$ cat src/verilog/autoinc_pkg.sv
package autoinc_pkg;
    // register addresses, status reset value and fifo-off mode code
    localparam logic [7:0] addr_status = 8'h00;
    localparam logic [7:0] addr_upper_first = 8'h5B;
    localparam logic [7:0] addr_upper_last = 8'h78;
    localparam logic [7:0] addr_reserved = 8'h79;
    localparam logic [7:0] status_reset = 8'h00;
    localparam logic [1:0] fifo_mode_off = 2'h0;
    // overwrite flag and data-ready summary positions in the data-ready view
    localparam int ow_x_bit = 4;
    localparam int ow_y_bit = 5;
    localparam int ow_z_bit = 6;
    localparam int ow_any_bit = 7;
    localparam int dr_any_bit = 3;
endpackage

$ cat src/verilog/burst_read_address_autoinc.sv
// Behaviour
// - in burst read, pointer steps after each register 0x5B through 0x78.
// - pointer steps only on burst reads, in I2C or SPI.
// - I2C stop returns the pointer to 0x00.
// - SPI mode never clears the pointer between transactions.
// - address 0x00 is an 8-bit read-only status register resetting to zero.
// - address 0x00 shows data-ready view if fifo mode 00, else fifo view.
// - a burst from 0x00 rereads the status byte and never reaches data, in both 8-bit and 14-bit read modes.
// - overwrite flags set on unread replacement, clear on that axis msb read.
`timescale 1ns/1ps
module burst_read_address_autoinc (
    // clock and synchronous reset
    input wire logic sys_clk,
    input wire logic rst,
    // link kind: high for SPI, low for I2C
    input wire logic spi_mode,
    // pointer load and read requests from the serial port
    input wire logic addr_load,
    input wire logic [7:0] addr_value,
    input wire logic read_strobe,
    input wire logic burst_mode,
    input wire logic stop_seen,
    // status sources, read width and far-side register contents
    input wire logic [1:0] fifo_mode,
    input wire logic fast_read,
    input wire logic [7:0] reg_read_data,
    input wire logic [7:0] fifo_status,
    input wire logic [2:0] new_sample,
    input wire logic [2:0] msb_read,
    // registered answers to the host
    output logic [7:0] reg_pointer,
    output logic [7:0] read_data,
    output logic read_valid
);
    // timing seen from the host: a request is taken at a rising edge and
    // its answer stands from that same edge on; read_valid marks read_data
    // for one cycle only, while read_data and the pointer hold until changed
    // requests may come back to back, one per cycle, with no wait state
    // limitation: the lower register map is not stepped here, so a burst
    // that starts below the configuration range rereads its first register
    // limitation: a stop that meets a read or a load in one cycle is lost

    // pointer regions that decide what a burst step does
    typedef enum logic [2:0] {
        region_status,
        region_lower,
        region_upper,
        region_reserved,
        region_beyond
    } region_t;

    // all remembered state sits in one registered struct, so reset and
    // update cover every bit in the same place
    typedef struct packed {
        logic [7:0] pointer; // register the next read returns
        logic [7:0] data; // byte handed back by the last read
        logic valid; // one-cycle mark on data
    } top_state_t;

    top_state_t state;
    top_state_t next_state;
    // alias byte from the status view selector
    logic [7:0] status_value;
    // request decode, one flag per action
    logic take_load;
    logic take_read;
    logic take_step;
    logic take_stop;
    // datapath helpers between decode and the state update
    region_t region;
    logic [7:0] step_target;
    logic [7:0] read_byte;

    // sort an address into the region that decides its burst successor;
    // reserved is tested before the range so it can never step
    function automatic region_t classify(input logic [7:0] a);
        if (a == autoinc_pkg::addr_status) begin
            return region_status;
        end
        if (a == autoinc_pkg::addr_reserved) begin
            return region_reserved;
        end
        if (a >= autoinc_pkg::addr_upper_first && a <= autoinc_pkg::addr_upper_last) begin
            return region_upper;
        end
        if (a > autoinc_pkg::addr_reserved) begin
            return region_beyond;
        end
        return region_lower;
    endfunction

    // successor of an address during a burst; only the configuration range
    // steps, everything else holds so a runaway burst cannot wrap to status
    function automatic logic [7:0] upper_next(input logic [7:0] a);
        logic [7:0] succ;
        succ = a;
        if (classify(a) == region_upper) begin
            succ = 8'(a + 8'h01);
        end
        return succ;
    endfunction

    // byte a read returns: the alias at address zero, else the far side;
    // the far side sees the same pointer, so no extra address path is needed
    function automatic logic [7:0] pick_byte(
        input logic [7:0] a,
        input logic [7:0] alias_byte,
        input logic [7:0] far_byte
    );
        if (a == autoinc_pkg::addr_status) begin
            return alias_byte;
        end
        return far_byte;
    endfunction

    // a stop only counts on the I2C link; SPI has no stop condition, so a
    // pointer left mid-range there is kept for the next transaction
    function automatic logic stop_applies(input logic stop, input logic spi);
        return stop && !spi;
    endfunction

    // the alias shows the data-ready or fifo view by the fifo mode field
    status_alias status_alias_inst (
        .sys_clk(sys_clk),
        .rst(rst),
        .new_sample(new_sample),
        .msb_read(msb_read),
        .fifo_mode(fifo_mode),
        .fifo_status(fifo_status),
        .status_value(status_value)
    );

    // request priority: load over read over stop; the host never asks for
    // two at once, but a stray overlap must still leave one clear winner
    // so the pointer is never written from two sources in one cycle
    always_comb begin
        take_load = addr_load;
        take_read = read_strobe && !addr_load;
        take_step = take_read && burst_mode;
        take_stop = stop_applies(stop_seen, spi_mode) && !addr_load && !read_strobe;
    end

    // region of the current pointer, kept apart so the step rule reads plainly
    always_comb begin
        region = classify(state.pointer);
    end

    // where a step lands; only the configuration range moves the pointer,
    // every other region but region_beyond is spelled out, and the default holds, so a new region cannot slip through
    always_comb begin
        step_target = state.pointer;
        case (region)
            region_upper: begin
                step_target = upper_next(state.pointer);
            end
            region_reserved: begin
                step_target = state.pointer;
            end
            region_status: begin
                step_target = state.pointer;
            end
            region_lower: begin
                step_target = state.pointer;
            end
            default: begin
                step_target = state.pointer;
            end
        endcase
    end

    // byte captured by a read; the alias is sampled at the strobe edge, so
    // the answer shows the flags as they stood when the host asked
    always_comb begin
        read_byte = pick_byte(state.pointer, status_value, reg_read_data);
    end

    // next state: load, read with an optional step, or a stop clear;
    // valid drops by default so a read answer lasts exactly one cycle
    always_comb begin
        next_state = state;
        next_state.valid = 1'b0;
        if (take_load) begin
            next_state.pointer = addr_value;
        end
        if (take_read) begin
            next_state.valid = 1'b1;
            next_state.data = read_byte;
        end
        if (take_step) begin
            next_state.pointer = step_target;
        end
        if (take_stop) begin
            next_state.pointer = autoinc_pkg::addr_status;
        end
        // reset last so it overrides any request in the same cycle
        if (rst) begin
            next_state.pointer = autoinc_pkg::addr_status;
            next_state.data = autoinc_pkg::status_reset;
            next_state.valid = 1'b0;
        end
    end

    // one register stage for all state, reset included
    always_ff @(posedge sys_clk) begin
        state <= next_state;
    end

    // every output comes straight from a flip-flop, so the host side sees
    // no combinational path from its own requests
    assign reg_pointer = state.pointer;
    assign read_data = state.data;
    assign read_valid = state.valid;

    // the read width only reshapes the lower map, which lives outside this
    // block; the alias and the upper stepping behave alike in both widths
    logic unused_fast;
    assign unused_fast = fast_read;
endmodule // burst_read_address_autoinc

$ cat src/verilog/status_alias.sv
`timescale 1ns/1ps
module status_alias (
    input wire logic sys_clk,
    input wire logic rst,
    input wire logic [2:0] new_sample,
    input wire logic [2:0] msb_read,
    input wire logic [1:0] fifo_mode,
    input wire logic [7:0] fifo_status,
    output logic [7:0] status_value
);
    typedef struct packed {
        logic [2:0] ready;
        logic [2:0] overwrite;
    } alias_state_t;

    alias_state_t state;
    alias_state_t next_state;
    logic [7:0] dr_view;

    // a new sample wins over a same-cycle msb read, so no overwrite is lost
    always_comb begin
        next_state = state;
        for (int i = 0; i < 3; i++) begin
            if (new_sample[i]) begin
                next_state.overwrite[i] = state.ready[i];
                next_state.ready[i] = 1'b1;
            end else if (msb_read[i]) begin
                next_state.overwrite[i] = 1'b0;
                next_state.ready[i] = 1'b0;
            end
        end
        if (rst) begin
            next_state = '0;
        end
    end

    always_ff @(posedge sys_clk) begin
        state <= next_state;
    end

    // assemble the data-ready view and pick the alias
    always_comb begin
        dr_view = {1'b0, state.overwrite, 1'b0, state.ready};
        dr_view[autoinc_pkg::ow_any_bit] = |state.overwrite;
        dr_view[autoinc_pkg::dr_any_bit] = &state.ready;
        if (fifo_mode == autoinc_pkg::fifo_mode_off) begin
            status_value = dr_view;
        end else begin
            status_value = fifo_status;
        end
    end
endmodule // status_alias
$ cat config.mk
export PLATFORM = sky130hd
export DESIGN_NAME = burst_read_address_autoinc
export DESIGN_NICKNAME = d
export VERILOG_FILES = /design/src/verilog/autoinc_pkg.sv /design/src/verilog/burst_read_address_autoinc.sv /design/src/verilog/status_alias.sv
export SDC_FILE = /design/constraint.sdc
export NUM_CORES = 1
export LEC_CHECK = 0
export ABC_AREA = 0
export BUFFER_PORTS_ARGS = -buffer_cell sky130_fd_sc_hd__buf_2
export CORE_MARGIN = 3
export CORE_UTILIZATION = 24
export DETAILED_ROUTE_END_ITERATION = 6
export HOLD_SLACK_MARGIN = 0.1
export PLACE_DENSITY = 0.56
export SYNTH_ARGS = -nofsm -noshare
export SYNTH_HDL_FRONTEND = slang
export SYNTH_HIERARCHICAL = 1
export SYNTH_SLANG_ARGS = --single-unit
$ cat constraint.sdc
create_clock -name sys_clk -period 3.6 [get_ports sys_clk]
set_input_delay 0.72 -clock sys_clk [delete_from_list [all_inputs] [get_ports sys_clk]]
set_output_delay 0.72 -clock sys_clk [all_outputs]
set_load 0.05 [all_outputs]
==> implementation parameters <==
Parameter                              Value

Outcome
  Result of the run    finished clean

Logic synthesis
  Post-synth ARST share    0%
  Post-synth top area cell    sky130_fd_sc_hd__dfxtp_1
  Sequential-to-total area share from yosys stat    approximately a third
  Synth Register Bits    23
  Average size of a mapped cell    around 9.1 sq um
  EDFF count, synth    0
  Most common cell in the synthesized netlist    sky130_fd_sc_hd__dfxtp_1
  Net Count, Synth    just under 200
  Yosys synthesis warning count    6
  Number of different library cells in the post-synthesis netlist    47
  Top cell type's share of synthesized area    between 30% and 40%
  Top cells by instance count after synthesis    sky130_fd_sc_hd__dfxtp_1 (23), sky130_fd_sc_hd__nand2_1 (12), sky130_fd_sc_hd__a21oi_1 (11)
  Top flip-flop cell by instance count after synthesis    sky130_fd_sc_hd__dfxtp_1
  Post-Syn Instances    roughly 150
  Synthesized area    roughly 0.0014 sq mm
  Leading post-synthesis cells by cell area    sky130_fd_sc_hd__dfxtp_1 (33%), sky130_fd_sc_hd__mux2i_1 (5.8%), sky130_fd_sc_hd__mux2_2 (4.9%), sky130_fd_sc_hd__a211oi_1 (4.4%), sky130_fd_sc_hd__a21oi_1 (4.0%)

Placement
  Port Buffer Count    55
  Cell Count Post-Placement    roughly 270
  DP Area    0.00170 sq mm
  DP HPWL    2870 um
  Placer congestion estimate    between 0.8 and 0.9

Worst setup path
  Launching point of the worst reg2reg path    reg_pointer[1]
  Worst R2R Setup Slack    approximately 1900 ps
  Nature of the critical path endpoint    output port
  CP Depth    1
  Worst path cell trace    buf_2
  Worst reg2reg path depth    6
  Maximum net fanout on the critical path    8
  CP Class    reg -> out
  Max incr delay on CP    between 400 and 500 ps
  Cell class contributing the biggest share of worst-path delay    flip-flops
  Number of buffer and inverter stages on the critical path    1
  Arrival time of data at the critical path endpoint    1090 ps
  Worst endpoint required time    around 2900 ps
  Critical path startpoint    reg_pointer[2]
  Launching element type of the critical path    register
  Capture point of the critical path    reg_pointer[2]
  RR Endpoint    reg_pointer[2]
  Critical path's slowest cell    sky130_fd_sc_hd__dfxtp_1

Clocking
  Buffers inserted during post-CTS setup optimization    0
  Maximum clock insertion buffer count    2
  Clock buffers created by TritonCTS    3
  Deepest level of the CTS H-tree    1
  CTS root buf    sky130_fd_sc_hd__clkbuf_8
  Clock latency of the later-clocked register in the worst-skew pair    around 270 ps
  Number of clock sinks    23
  CTS hold repair buffers    0
  CTS-repair resized insts    0
  Clock-pin slew on the worst setup and hold paths    around 90 ps
  CTS tree    built

Timing
  Portion of the clock cycle consumed by the worst path in the final layout    50.1%
  Clock period minus final worst setup slack    approximately 1800 ps
  Max Transition Viols Final    0
  Final total negative setup slack    0 ps
  Worst slew slack as a fraction of its limit    around two thirds
  Number of hold-slack violations in the final timing report    0
  Setup repair after global routing missed its margin    false
  Achievable clock frequency    ~550 MHz
  Setup clock skew after layout    2.90 ps
  Worst Tran Pin Value    491 ps
  Number of endpoints failing setup at the final stage    0

Layout
  Final Non-Filler Cells    approximately 270
  Post-route cell area    0.00175 sq mm
  Number of nets at the end of the flow    approximately 250
  Diode count    0
  Area of the multi-input gates    842 sq um
  Fraction of final layout cells with drive strength greater than 1    a little under two fifths
  Footprint of the flip-flops and latches    460 sq um
  Number of filler instances in the final layout    roughly 600
  Synthesis-to-finish area growth    26.8%

Global route
  Initial antenna violation count    0
  Largest net degree at the start of global routing    18
  Congestion Overflow GR    0
  Via count of the first global-routing pass    about 1.2k
  Global-route wire length before repair    ~6000 um
  Global-route usage over all layers    11.4%

Route
  Number of detailed-routing iterations run before antenna repair    4
  DRC violation total after the first TritonRoute iteration    67
  Number of vias after detailed routing    1251
  Final Routed Wirelength    between 3000 and 4000 um
  Drt wl/cell    roughly 13 um
  Vias per cell    4.58
  Number of DRC violations after detailed routing    0
  Residual antenna-violating net count after detailed routing    0

Die
  Area enclosed by the die boundary    roughly 0.0067 sq mm
  Number of placement rows    26
  Effective utilization at floorplan    25.8%
  Die X-Extent    around 82 um
  Area of the core    approximately 0.0053 sq mm
  Total I/O pin count    57
  Vertical die dimension    a little over 80 um

Power
  Static Leak    between 0.7 and 0.8 nW
  Power density over the cells    around 370 mW/mm^2
  Max VDD drop    between 0.0001 and 0.00015 V

Flow run
  Max-cap check violation count    0

Worst hold path
  Hold WC Path Type    reg -> reg
## layer usage
metal	routed length (um)	GRT usage, %	vias to the layer above
met2	1730	17.4	22
met4	66	4.98	0
met1	1750	15.9	563
met3	112	1.75	5
li1	-	-	661
met5	0	0	-
## worst reg2reg max path: cells and delay by family, from the launching register on
kind / cells / cell delay [ps]
flops: 1 / 410
simple gates: 1 / 230
fa+ha+maj: 1 / 190
compound gates: 3 / 710
buf+inv: 1 / 80
## where the power goes
group	switching, W	leakage [nW]	internal, W
registers	0.0000164	0.189	0.000271
clock network	0.0000945	0.0217	0.0000786
logic	0.000116	0.548	0.0000752
## logic make-up after synthesis
logic type / after synthesis / synth area share (%)
muxes: 14 / 10.7
adders and majority gates: 3 / 2.72
AOI/OAI and AO/OA: 43 / 25.0
and+or+nand+nor: 52 / 22.7
DFF: 23 / 33.4
buffers and inverters: 16 / 5.53
## cell type report
cell class / instances / area share, %
Sequential cell: 23 / 26.3
Clock inverter: 1 / 0.429
Tap cell: 70 / 5.01
Clock buffer: 3 / 2.36
Multi-Input combinational cell: 112 / 48.2
Timing Repair Buffer: 55 / 15.7
Inverter: 9 / 1.93
## worst min path at each step
stage | startpoint | endpoint | slack (ps) | cells after the start
final | status_alias_inst/dr_view[0] | status_alias_inst/dr_view[4] | 500 | 2
after global routing | read_data[5] | read_data[5] | 530 | 2
after CTS | read_data[0] | read_data[0] | 510 | 2
after detailed placement | status_alias_inst/dr_view[0] | status_alias_inst/dr_view[4] | 490 | 2
after global placement | status_alias_inst/dr_view[1] | status_alias_inst/dr_view[5] | 480 | 2
after floorplan | status_alias_inst/dr_view[1] | status_alias_inst/dr_view[5] | 450 | 2
## flip-flops by register name, summed over array words and instances, names as in the netlist
signal / count
read_data: 8
reg_pointer: 8
status_alias_inst/dr_view: 6
read_valid: 1
## per-stage QoR
step / hold slack [ps] / setup WS, ps / total power, W / util (%)
final: 497 / 1790 / 0.000651 / 32.8
after global routing: 531 / 1740 / 0.000690 / 32.8
after CTS: 507 / 1800 / 0.000661 / 32.8
after detailed placement: 486 / 1600 / 0.000486 / 31.8
after global placement: 481 / 1600 / 0.000485 / 31.8
after floorplan: 449 / 1600 / 0.000432 / -
## placed cells by master, fill, tap and decap left out, drive strengths merged, types with 5 or more instances in the layout
cell	instances
inv	9
a211oi	10
mux2	6
nand2	13
nor2	10
nand2b	5
buf	55
a21oi	11
dfxtp	23
mux2i	8
(Power assumes the default switching activity.)
